<file path="config.mk">
export PLATFORM = sky130hd
export DESIGN_NAME = adsp_profile
export DESIGN_NICKNAME = d
export VERILOG_FILES = /design/src/verilog/adsp_pkg.sv /design/src/verilog/adsp_step_timer.sv /design/src/verilog/adsp_pulse_gen.sv /design/src/verilog/adsp_profile.sv
export VERILOG_INCLUDE_DIRS = /design/src /design/src/verilog
export SDC_FILE = /design/constraint.sdc
export NUM_CORES = 2
export LEC_CHECK = 0
export BUFFER_PORTS_ARGS = -buffer_cell sky130_fd_sc_hd__buf_2
export CORE_MARGIN = 2
export CORE_UTILIZATION = 60
export DETAILED_ROUTE_END_ITERATION = 8
export PLACE_DENSITY = 0.8
export SYNTH_ARGS = -nofsm -noshare
export SYNTH_HDL_FRONTEND = slang
export SYNTH_SLANG_ARGS = --single-unit
</file>
<file path="constraint.sdc">
create_clock -name core_clk -period 13.7 [get_ports core_clk]
set_input_delay 2.055 -clock core_clk [delete_from_list [all_inputs] [get_ports core_clk]]
set_output_delay 2.055 -clock core_clk [all_outputs]
set_load 0.02 [all_outputs]
</file>
<file path="src/verilog/adsp_map.svh">
// constants for the speed-profile block: command codes, mode bit
// positions, reset values of the queued settings
// assumes the command decoder hands over whole 8-bit command codes
`ifndef ADSP_MAP_SVH
`define ADSP_MAP_SVH

// ----------------------------------------------------------------------
// command codes
// ----------------------------------------------------------------------
`define ADSP_CMD_PRE_CLEAR   8'h26
`define ADSP_CMD_PRE_SHIFT   8'h2b
`define ADSP_CMD_WR_PRE_HI   4'h8
`define ADSP_CMD_RD_PRE_HI   4'hc
`define ADSP_CMD_RD_WORK_HI  4'hd
`define ADSP_CMD_RD_COUNT    8'hf4
`define ADSP_CMD_RD_SPEED    8'hf5

// ----------------------------------------------------------------------
// register index in the low nibble of a register command
// ----------------------------------------------------------------------
`define ADSP_IDX_FEED        4'h0
`define ADSP_IDX_START       4'h1
`define ADSP_IDX_RUN         4'h2
`define ADSP_IDX_ACCEL       4'h3
`define ADSP_IDX_DECEL       4'h4
`define ADSP_IDX_MULT        4'h5
`define ADSP_IDX_RAMPDN      4'h6
`define ADSP_IDX_MODE        4'h7
`define ADSP_IDX_ACC_SRANGE  4'h9
`define ADSP_IDX_DEC_SRANGE  4'ha

// ----------------------------------------------------------------------
// operation mode bits
// ----------------------------------------------------------------------
`define ADSP_MODE_CURVE      0
`define ADSP_MODE_RAMP_MAN   1
`define ADSP_MODE_COMPOSITE  2
`define ADSP_MODE_TOPCORR    3

// ----------------------------------------------------------------------
// reset values and lower limits
// ----------------------------------------------------------------------
`define ADSP_RST_FEED        28'h0000000
`define ADSP_RST_START       16'h0001
`define ADSP_RST_RUN         16'h0001
`define ADSP_RST_ACCEL       16'h0001
`define ADSP_RST_DECEL       16'h0000
`define ADSP_RST_MULT        12'h002
`define ADSP_RST_RAMPDN      24'h000000
`define ADSP_RST_MODE        4'h0
`define ADSP_RST_SRANGE      15'h0000
`define ADSP_MIN_MULT        12'h002
`define ADSP_RATE_CLKS       2

`endif

</file>
<file path="src/verilog/adsp_pkg.sv">
// types shared by the speed-profile block
// assumes adsp_map.svh is on the include path
package adsp_pkg;

    typedef struct packed {
        logic [27:0] feed;
        logic [15:0] startSpd;
        logic [15:0] runSpd;
        logic [15:0] accelRate;
        logic [15:0] decelRate;
        logic [11:0] mult;
        logic [23:0] rampDown;
        logic [3:0]  mode;
        logic [14:0] accSRange;
        logic [14:0] decSRange;
    } adsp_prof_t;

    typedef enum logic [3:0] {
        ADSP_IDLE   = 4'b0001,
        ADSP_ACCEL  = 4'b0010,
        ADSP_CRUISE = 4'b0100,
        ADSP_DECEL  = 4'b1000
    } adsp_state_t;

    typedef enum logic [1:0] {
        ADSP_RUN_LOW  = 2'b00,
        ADSP_RUN_HIGH = 2'b01,
        ADSP_RUN_RAMP = 2'b10
    } adsp_start_t;

endpackage

</file>
<file path="src/verilog/adsp_step_timer.sv">
// rate interval timer: one tick every (rate + 1) * 4 reference clocks
// assumes rate is steady while enabled; clear restarts the interval
`timescale 1ns/10ps
`default_nettype none
`include "adsp_map.svh"

module adsp_step_timer
    import adsp_pkg::*;
#(
    parameter int RW = 16
) (
    input  wire logic          core_clk,
    input  wire logic          nrst,
    input  wire logic          enable,
    input  wire logic          clear,
    input  wire logic [RW-1:0] rate,
    output logic               tick
);
    logic [RW+1:0] count;
    logic [RW+1:0] next_count;
    logic [RW+1:0] lastCount;
    logic          next_tick;

    // (rate + 1) * 4 - 1 = rate * 4 + 3
    assign lastCount = {rate, 2'b11};

    always_comb begin
        next_count = count;
        next_tick  = 1'b0;
        if (clear || !enable) begin
            next_count = '0;
        end else if (count == lastCount) begin
            next_count = '0;
            next_tick  = 1'b1;
        end else begin
            next_count = count + 1'b1;
        end
    end

    always_ff @(posedge core_clk) begin
        if (!nrst) begin
            count <= '0;
            tick  <= 1'b0;
        end else begin
            count <= next_count;
            tick  <= next_tick;
        end
    end
endmodule // adsp_step_timer
`default_nettype wire

</file>
<file path="src/verilog/adsp_pulse_gen.sv">
// pulse pacer: prescale by (mult + 1), then add speed into a 16-bit
// phase accumulator; each carry is one output pulse
// rate = speed * fclk / ((mult + 1) * 65536)
`timescale 1ns/10ps
`default_nettype none
`include "adsp_map.svh"

module adsp_pulse_gen
    import adsp_pkg::*;
#(
    parameter int SW = 16,
    parameter int MW = 12
) (
    input  wire logic          core_clk,
    input  wire logic          nrst,
    input  wire logic          enable,
    input  wire logic [SW-1:0] speed,
    input  wire logic [MW-1:0] mult,
    output logic               pulse
);
    logic [MW-1:0] pre;
    logic [MW-1:0] next_pre;
    logic [SW-1:0] phase;
    logic [SW-1:0] next_phase;
    logic          next_pulse;
    logic [SW:0]   sum;

    assign sum = {1'b0, phase} + {1'b0, speed};

    always_comb begin
        next_pre   = pre;
        next_phase = phase;
        next_pulse = 1'b0;
        if (!enable) begin
            next_pre   = '0;
            next_phase = '0;
        end else if (pre >= mult) begin
            next_pre   = '0;
            next_phase = sum[SW-1:0];
            next_pulse = sum[SW];
        end else begin
            next_pre = pre + 1'b1;
        end
    end

    always_ff @(posedge core_clk) begin
        if (!nrst) begin
            pre   <= '0;
            phase <= '0;
            pulse <= 1'b0;
        end else begin
            pre   <= next_pre;
            phase <= next_phase;
            pulse <= next_pulse;
        end
    end
endmodule // adsp_pulse_gen
`default_nettype wire

</file>
<file path="src/verilog/adsp_profile.sv">
// per-axis speed-profile generator: queued and working settings,
// linear and S-curve ramps, ramp-down point, paced pulse output
// assumes commands and starts come from logic on core_clk
`timescale 1ns/10ps
`default_nettype none
`include "adsp_map.svh"

module adsp_profile
    import adsp_pkg::*;
(
    input  wire logic        core_clk,
    input  wire logic        nrst,
    input  wire logic        cmdValid,
    input  wire logic [7:0]  cmdCode,
    input  wire logic [31:0] cmdData,
    input  wire logic        startReq,
    input  wire adsp_start_t startKind,
    input  wire logic        stopReq,
    output logic [31:0]      readData,
    output logic             readValid,
    output logic             pulseOut,
    output logic             dirOut,
    output logic             busy,
    output logic             accelFlag,
    output logic             decelFlag,
    output logic             cruiseFlag,
    output logic [15:0]      speedMon,
    output logic [27:0]      remainMon
);
    // ------------------------------------------------------------------
    // settings: queued and working copies
    // ------------------------------------------------------------------
    adsp_prof_t pre, next_pre, work, next_work, rstProf;
    logic [31:0] next_readData;
    logic        next_readValid;
    logic [3:0]  idx;
    logic [3:0]  grp;
    logic        isWrite;

    assign idx     = cmdCode[3:0];
    assign grp     = cmdCode[7:4];
    assign isWrite = cmdValid && (grp == `ADSP_CMD_WR_PRE_HI);

    always_comb begin
        rstProf = '{feed: `ADSP_RST_FEED, startSpd: `ADSP_RST_START,
                    runSpd: `ADSP_RST_RUN, accelRate: `ADSP_RST_ACCEL,
                    decelRate: `ADSP_RST_DECEL, mult: `ADSP_RST_MULT,
                    rampDown: `ADSP_RST_RAMPDN, mode: `ADSP_RST_MODE,
                    accSRange: `ADSP_RST_SRANGE,
                    decSRange: `ADSP_RST_SRANGE};
    end

    function automatic logic [31:0] pick(adsp_prof_t p, logic [3:0] i);
        logic [31:0] r;
        r = '0;
        if (i == `ADSP_IDX_FEED) r = {{4{p.feed[27]}}, p.feed};
        else if (i == `ADSP_IDX_START) r = {16'h0000, p.startSpd};
        else if (i == `ADSP_IDX_RUN) r = {16'h0000, p.runSpd};
        else if (i == `ADSP_IDX_ACCEL) r = {16'h0000, p.accelRate};
        else if (i == `ADSP_IDX_DECEL) r = {16'h0000, p.decelRate};
        else if (i == `ADSP_IDX_MULT) r = {20'h00000, p.mult};
        else if (i == `ADSP_IDX_RAMPDN) r = {8'h00, p.rampDown};
        else if (i == `ADSP_IDX_MODE) r = {28'h0000000, p.mode};
        else if (i == `ADSP_IDX_ACC_SRANGE) r = {17'h00000, p.accSRange};
        else if (i == `ADSP_IDX_DEC_SRANGE) r = {17'h00000, p.decSRange};
        return r;
    endfunction

    always_comb begin
        next_pre       = pre;
        next_work      = work;
        next_readData  = readData;
        next_readValid = 1'b0;
        if (cmdValid && cmdCode == `ADSP_CMD_PRE_CLEAR) begin
            next_pre = rstProf;
        end else if (cmdValid && cmdCode == `ADSP_CMD_PRE_SHIFT) begin
            next_work = pre;
        end
        if (isWrite) begin
            if (idx == `ADSP_IDX_FEED) begin
                next_pre.feed = cmdData[27:0];
            end else if (idx == `ADSP_IDX_START) begin
                // zero is out of range; lowest legal speed kept
                next_pre.startSpd = (cmdData[15:0] == 16'h0000) ?
                                    16'h0001 : cmdData[15:0];
            end else if (idx == `ADSP_IDX_RUN) begin
                next_pre.runSpd = cmdData[15:0];
            end else if (idx == `ADSP_IDX_ACCEL) begin
                next_pre.accelRate = (cmdData[15:0] == 16'h0000) ?
                                     16'h0001 : cmdData[15:0];
            end else if (idx == `ADSP_IDX_DECEL) begin
                next_pre.decelRate = cmdData[15:0];
            end else if (idx == `ADSP_IDX_MULT) begin
                next_pre.mult = (cmdData[11:0] < `ADSP_MIN_MULT) ?
                                `ADSP_MIN_MULT : cmdData[11:0];
            end else if (idx == `ADSP_IDX_RAMPDN) begin
                next_pre.rampDown = cmdData[23:0];
            end else if (idx == `ADSP_IDX_MODE) begin
                next_pre.mode = cmdData[3:0];
            end else if (idx == `ADSP_IDX_ACC_SRANGE) begin
                next_pre.accSRange = cmdData[14:0];
            end else if (idx == `ADSP_IDX_DEC_SRANGE) begin
                next_pre.decSRange = cmdData[14:0];
            end
        end
        if (cmdValid && grp == `ADSP_CMD_RD_PRE_HI) begin
            next_readData  = pick(pre, idx);
            next_readValid = 1'b1;
        end else if (cmdValid && grp == `ADSP_CMD_RD_WORK_HI) begin
            next_readData  = pick(work, idx);
            next_readValid = 1'b1;
        end else if (cmdValid && cmdCode == `ADSP_CMD_RD_COUNT) begin
            next_readData  = {4'h0, remainMon};
            next_readValid = 1'b1;
        end else if (cmdValid && cmdCode == `ADSP_CMD_RD_SPEED) begin
            next_readData  = {16'h0000, speedMon};
            next_readValid = 1'b1;
        end
    end

    always_ff @(posedge core_clk) begin
        if (!nrst) begin
            pre       <= rstProf;
            work      <= rstProf;
            readData  <= '0;
            readValid <= 1'b0;
        end else begin
            pre       <= next_pre;
            work      <= next_work;
            readData  <= next_readData;
            readValid <= next_readValid;
        end
    end

    // ------------------------------------------------------------------
    // derived ramp figures
    // ------------------------------------------------------------------
    logic [15:0] span;
    logic [15:0] decelEff;
    logic        curve;
    logic [15:0] accS;
    logic [15:0] decS;
    logic [16:0] accDen;
    logic [16:0] decDen;

    assign span     = work.runSpd - work.startSpd;
    assign decelEff = (work.decelRate == 16'h0000) ?
                      work.accelRate : work.decelRate;
    assign curve    = work.mode[`ADSP_MODE_CURVE];
    assign accS     = (work.accSRange == 15'h0000) ? {1'b0, span[15:1]}
                      : {1'b0, work.accSRange};
    assign decS     = (work.decSRange == 15'h0000) ? {1'b0, span[15:1]}
                      : {1'b0, work.decSRange};
    // a speed unit is gained (accel) or shed (decel) once the fraction reaches the denominator;
    // in S mode the slope ramps 0..2S over 2S intervals, covering S units
    assign accDen   = (curve && accS != 16'h0000) ? {accS, 1'b0} : 17'd1;
    assign decDen   = (curve && decS != 16'h0000) ? {decS, 1'b0} : 17'd1;

    // ------------------------------------------------------------------
    // profile state machine
    // ------------------------------------------------------------------
    adsp_state_t state, next_state;
    logic [15:0] speed, next_speed;
    logic [16:0] slope, next_slope;
    logic [16:0] frac, next_frac;
    logic [27:0] remain, next_remain;
    logic        dir, next_dir;
    logic [23:0] estimate, next_estimate;
    logic [16:0] estRem, next_estRem;
    logic        stepTick;
    logic        pulseTick;
    logic        timerClr;
    logic [16:0] den;
    logic [16:0] fsum;
    logic [16:0] urOne;
    logic [17:0] estSum;
    logic [24:0] autoPoint;
    logic        decelNow;
    logic        ramping;

    assign den     = (state == ADSP_DECEL) ? decDen : accDen;
    assign urOne   = {1'b0, work.accelRate} + 17'd1;
    assign ramping = (state == ADSP_ACCEL) || (state == ADSP_DECEL);
    assign timerClr = (state != next_state);

    // automatic point: pulses spent accelerating scaled by the rate
    // ratio, then moved by the signed offset; clamped at zero
    assign autoPoint = {1'b0, estimate}
                       + {{1{work.rampDown[23]}}, work.rampDown};

    always_comb begin
        if (work.mode[`ADSP_MODE_RAMP_MAN]) begin
            decelNow = ({4'h0, work.rampDown} >= remain);
        end else if (autoPoint[24] && !estimate[23]) begin
            decelNow = 1'b0;
        end else begin
            decelNow = ({4'h0, autoPoint[23:0]} >= remain);
        end
    end

    always_comb begin
        next_state    = state;
        next_speed    = speed;
        next_slope    = slope;
        next_frac     = frac;
        next_remain   = remain;
        next_dir      = dir;
        next_estimate = estimate;
        next_estRem   = estRem;
        fsum          = '0;
        estSum        = '0;
        case (state)
            ADSP_IDLE: begin
                if (startReq && work.feed != 28'h0000000) begin
                    next_dir    = work.feed[27];
                    next_remain = work.feed[27] ? (~work.feed + 28'd1)
                                                : work.feed;
                    next_slope    = curve ? 17'd0 : 17'd1;
                    next_frac     = '0;
                    next_estimate = '0;
                    next_estRem   = '0;
                    if (startKind == ADSP_RUN_HIGH) begin
                        next_speed = work.runSpd;
                        next_state = ADSP_CRUISE;
                    end else if (startKind == ADSP_RUN_RAMP) begin
                        next_speed = work.startSpd;
                        next_state = ADSP_ACCEL;
                    end else begin
                        next_speed = work.startSpd;
                        next_state = ADSP_DECEL;
                    end
                end
            end
            ADSP_ACCEL: begin
                if (stepTick) begin
                    if (!curve) begin
                        next_slope = 17'd1;
                    end else if ((work.runSpd - speed) <= accS) begin
                        if (slope > 17'd1) next_slope = slope - 17'd1;
                    end else if (slope < accDen) begin
                        next_slope = slope + 17'd1;
                    end
                    fsum = frac + next_slope;
                    if (fsum >= den) begin
                        next_frac = fsum - den;
                        if (speed < work.runSpd) next_speed = speed + 16'd1;
                    end else begin
                        next_frac = fsum;
                    end
                end
                if (pulseTick) begin
                    estSum = {1'b0, estRem} + {2'b00, decelEff} + 18'd1;
                    if (estSum >= {urOne, 1'b0}) begin
                        next_estRem   = 17'(estSum - {urOne, 1'b0});
                        next_estimate = estimate + 24'd2;
                    end else if (estSum >= {1'b0, urOne}) begin
                        next_estRem   = 17'(estSum - {1'b0, urOne});
                        next_estimate = estimate + 24'd1;
                    end else begin
                        next_estRem = estSum[16:0];
                    end
                end
                if (speed >= work.runSpd) begin
                    next_speed = work.runSpd;
                    next_state = ADSP_CRUISE;
                end
                if (decelNow) begin
                    next_state = ADSP_DECEL;
                    next_slope = curve ? 17'd0 : 17'd1;
                    next_frac  = '0;
                end
            end
            ADSP_CRUISE: begin
                if (decelNow && startKind != ADSP_RUN_HIGH) begin
                    next_state = ADSP_DECEL;
                    next_slope = curve ? 17'd0 : 17'd1;
                    next_frac  = '0;
                end
            end
            ADSP_DECEL: begin
                if (stepTick && speed > work.startSpd) begin
                    if (!curve) begin
                        next_slope = 17'd1;
                    end else if ((speed - work.startSpd) <= decS) begin
                        if (slope > 17'd1) next_slope = slope - 17'd1;
                    end else if (slope < decDen) begin
                        next_slope = slope + 17'd1;
                    end
                    fsum = frac + next_slope;
                    if (fsum >= den) begin
                        next_frac  = fsum - den;
                        next_speed = speed - 16'd1;
                    end else begin
                        next_frac = fsum;
                    end
                end
                // at start speed the axis keeps feeding until empty
                if (speed < work.startSpd) next_speed = work.startSpd;
            end
            default: next_state = ADSP_IDLE;
        endcase
        if (state != ADSP_IDLE && pulseTick) begin
            next_remain = remain - 28'd1;
            if (remain == 28'd1) next_state = ADSP_IDLE;
        end
        if (stopReq) next_state = ADSP_IDLE;
    end

    always_ff @(posedge core_clk) begin
        if (!nrst) begin
            state    <= ADSP_IDLE;
            speed    <= '0;
            slope    <= '0;
            frac     <= '0;
            remain   <= '0;
            dir      <= 1'b0;
            estimate <= '0;
            estRem   <= '0;
        end else begin
            state    <= next_state;
            speed    <= next_speed;
            slope    <= next_slope;
            frac     <= next_frac;
            remain   <= next_remain;
            dir      <= next_dir;
            estimate <= next_estimate;
            estRem   <= next_estRem;
        end
    end

    // ------------------------------------------------------------------
    // timers and outputs
    // ------------------------------------------------------------------
    adsp_step_timer #(.RW(16)) u_step (
        .core_clk (core_clk),
        .nrst     (nrst),
        .enable   (ramping),
        .clear    (timerClr),
        .rate     ((state == ADSP_DECEL) ? decelEff : work.accelRate),
        .tick     (stepTick)
    );

    adsp_pulse_gen #(.SW(16), .MW(12)) u_pulse (
        .core_clk (core_clk),
        .nrst     (nrst),
        .enable   (state != ADSP_IDLE),
        .speed    (speed),
        .mult     (work.mult),
        .pulse    (pulseTick)
    );

    assign pulseOut   = pulseTick;
    assign dirOut     = dir;
    assign busy       = (state != ADSP_IDLE);
    assign accelFlag  = (state == ADSP_ACCEL);
    assign decelFlag  = (state == ADSP_DECEL);
    assign cruiseFlag = (state == ADSP_CRUISE);
    assign speedMon   = speed;
    assign remainMon  = remain;
endmodule // adsp_profile
`default_nettype wire

</file>
==> summary.md <==
| Metric | Value |
|---|---|
| Yosys cell types | `92` |
| Detailed Route WL | `144000 µm` |
| Clock tree buffer depth | `3` |
| Number of synthesized flops with an enable pin | `0` |
| Drt pass-1 iters | `7` |
| Setup crit end kind | `flip-flop` |
| Routability cong. | `1.03` |
| Status | `completed` |
| Root Driver | `clkbuf_16` |
| H-tree level count | `2` |
| Setup bufs post-CTS | `0` |
| Avg Vias per Cell | `approximately 6.7` |
| Syn Area/Cell | `7.55 µm²` |
| Worst setup path start | `speedMon[1]` |
| Total power | `about 3300 µW` |
| Detailed Route Iter0 Violations | `5808` |
| Fraction of layout instances using a drive strength above 1 | `7.59%` |
| Worst reg2reg startpoint | `speedMon[1]` |
| Die area | `67000 µm²` |
| Gr usage total | `41.4%` |
| Pin count of the biggest net entering global routing | `107` |
| Synth Flop Type | `dfxtp_1` |
| Max VDD drop | `0.000112 V` |
| Initial antenna violation count | `2` |
| Syn Inst Count | `5162` |
| Synthesized cell area | `~39000 µm²` |
| Overflow after GRT | `0` |
| Pwr Density | `slightly below 80 nW/µm²` |
| Synth top area share | `between 20% and 30%` |
| Max Slew Vio Count | `0` |
| Worst Path Arrival | `about 13 ns` |
| Die span in y | `roughly 260 µm` |
| CP max stage delay | `0.79 ns` |
| Clock Latency Late Sink | `a little under 0.7 ns` |
| First-pass GRT wire length | `about 220000 µm` |
| FILL cells | `about 5700` |
| Most common cell in the netlist | `nand2_1` |
| Initial Util | `about 61%` |
| P_leak | `between 0.015 and 0.02 µW` |
| # rows | `slightly above 90` |
| Number of global-route vias before repair | `36500` |
| WL per Instance | `between 20 and 25 µm` |
| I/O Buffers | `approximately 130` |
| Synth Warn # | `0` |
| Startpoint types | `flip-flop` |
| Fin Clk Skew | `about 0.047 ns` |
| Cts hold-fix bufs | `0` |
| Max frequency | `0.0807 GHz` |
| Crit path time final | `between 10 and 15 ns` |
| Setup CP Type | `reg -> reg` |
| Multi-input gate area | `26600 µm²` |
| Post-DRT Antenna Nets | `0` |
| CTS sink count | `roughly 530` |
| #FFs+latches synth | `around 530` |
| Max_cap viols | `0` |
| Fin Setup TNS | `0 ns` |
| Via count | `40300` |
| Layout Utilization | `between 60% and 70%` |
| Worst Path Required | `14.26 ns` |
| Fraction of the yosys area taken by sequential cells | `27.0%` |
| Core area | `about 64000 µm²` |
| Dominant cells by area after synthesis | `dfxtp_1 (27%), ha_1 (11%), a21oi_1 (6.6%)` |
| # setup viols final | `0` |
| CTS tree | `built` |
| Tightest Pin Transition | `between 1 and 1.5 ns` |
| RSZ-0062 raised after global routing | `no` |
| Post-CTS sizing | `0` |
| Syn nets | `about 5600` |
| Final net count | `~5500` |
| I/O pin total | `between 100 and 150` |
| Min-delay src | `pre[139]` |
| Fin crit share | `between 90% and 100%` |
| Storage cell area | `approximately 11000 µm²` |
| DIE WIDTH | `around 260 µm` |
| Area Overhead vs Synth | `8.13%` |
| Final hold vios | `0` |
| Asr flop ratio synth | `0%` |
| DP Wirelength | `around 110000 µm` |
| Most frequent cells after synthesis | `nand2_1 (656), dfxtp_1 (526), a21oi_1 (513)` |
| DRC errors left | `0` |
| Leading area contributor after synthesis | `dfxtp_1` |
| Slew Limit Headroom | `under 10%` |
| Total CTS buffers | `around 60` |
| CP max stage cell | `dfxtp_1` |
| CTS clk-pin slew, worst paths | `approximately 0.070 ns` |
| Crit-path max FO | `13` |
| Hold/Removal Path Class | `reg -> reg` |
| Most used cell, CP | `a21oi_1` |
[worst max-delay path: cells and delay by family, from the launching register on]
kind | cells | cell delay (ns)
compound gates | 26 | 5.59
xor+xnor | 2 | 0.29
fa+ha+maj | 4 | 1.59
buf+inv | 2 | 0.44
flops | 1 | 0.79
simple gates | 13 | 3.55
[flip-flops by register name, indices dropped and copies added, names as in the netlist, 17 cells and up]
signal,cells
frac,17
remainMon,28
readData,29
slope,17
u_step.count,18
estRem,17
pre,162
work,161
estimate,24
[final cells by class]
type                            count  share of cell area (%)
Antenna cell                        2                  0.0119
Clock buffer                       78                    3.96
Clock inverter                     32                   0.905
Inverter                          198                    1.78
Multi-Input combinational cell   4124                    63.1
Sequential cell                   526                    25.0
Tap cell                          855                    2.54
Timing Repair Buffer              195                    2.73
[worst paths after layout]
path | end | slack [ns] | depth (start not counted)
worst max-delay path | frac[0] | 1.30 | 47
worst min-delay path | work[139] | 0.45 | 2
worst max register to register | frac[0] | 1.30 | 47
worst min register to register | work[139] | 0.45 | 2
[routing by layer]
metal	wire length (µm)	share of wire (%)	global-route usage [%]	vias to the layer above
met5	13	0.0090	0	-
met4	9940	6.9	23.9	2
met3	19100	13	10.9	524
met2	59900	41	61.7	2528
met1	55400	38	54.0	18700
li1	-	-	-	18500
[where the power goes]
part / total [µW] / switching (µW) / leakage, µW / internal, µW
Combinational: 119 / 93.8 / 0.0118 / 25.7
Clock: 1690 / 729 / 0.000985 / 957
Sequential: 1530 / 1.47 / 0.00424 / 1530
[layout by cell type, fill, tap and decap left out, types with 42 or more instances in the layout]
cell type  instances
mux2i_1           72
a21o_1           128
nand2b_1          42
ha_1             336
buf_2            125
nand2_1          656
a22oi_1          214
nor2b_1           47
and3_1            46
clkbuf_16         59
buf_4             70
xnor2_1          202
o21ai_0          222
a21oi_1          513
xor2_1           109
a31oi_1           76
inv_1            192
nor3_1           119
nand3_1          131
o211ai_1          57
nand4_1           62
nor2_1           505
dfxtp_1          526
[cells by family (layout without fill, tap and decap cells)]
logic type / count (synthesis) / in the layout / synth area share, %
fa+ha+maj: 349 / 349 / 11.4
flops: 526 / 526 / 27.0
other cells: 0 / 2 / 0
buf+inv: 512 / 503 / 5.06
simple gates: 1791 / 1791 / 20.8
compound gates: 1579 / 1579 / 26.3
xor+xnor: 313 / 313 / 7.07
mux: 92 / 92 / 2.43
[stage by stage]
step	cell area [µm²]	hold slack (ns)	std cells	setup WS (ns)
CTS	42100	0.456	6008	1.63
floorplan	39000	0.424	5162	3.70
finish	42100	0.453	6010	1.30
detailed placement	40100	0.447	5898	1.72
global route	42100	0.477	6008	0.576
global placement	40100	0.433	5898	1.88
Power figures use the tool's default switching activity.
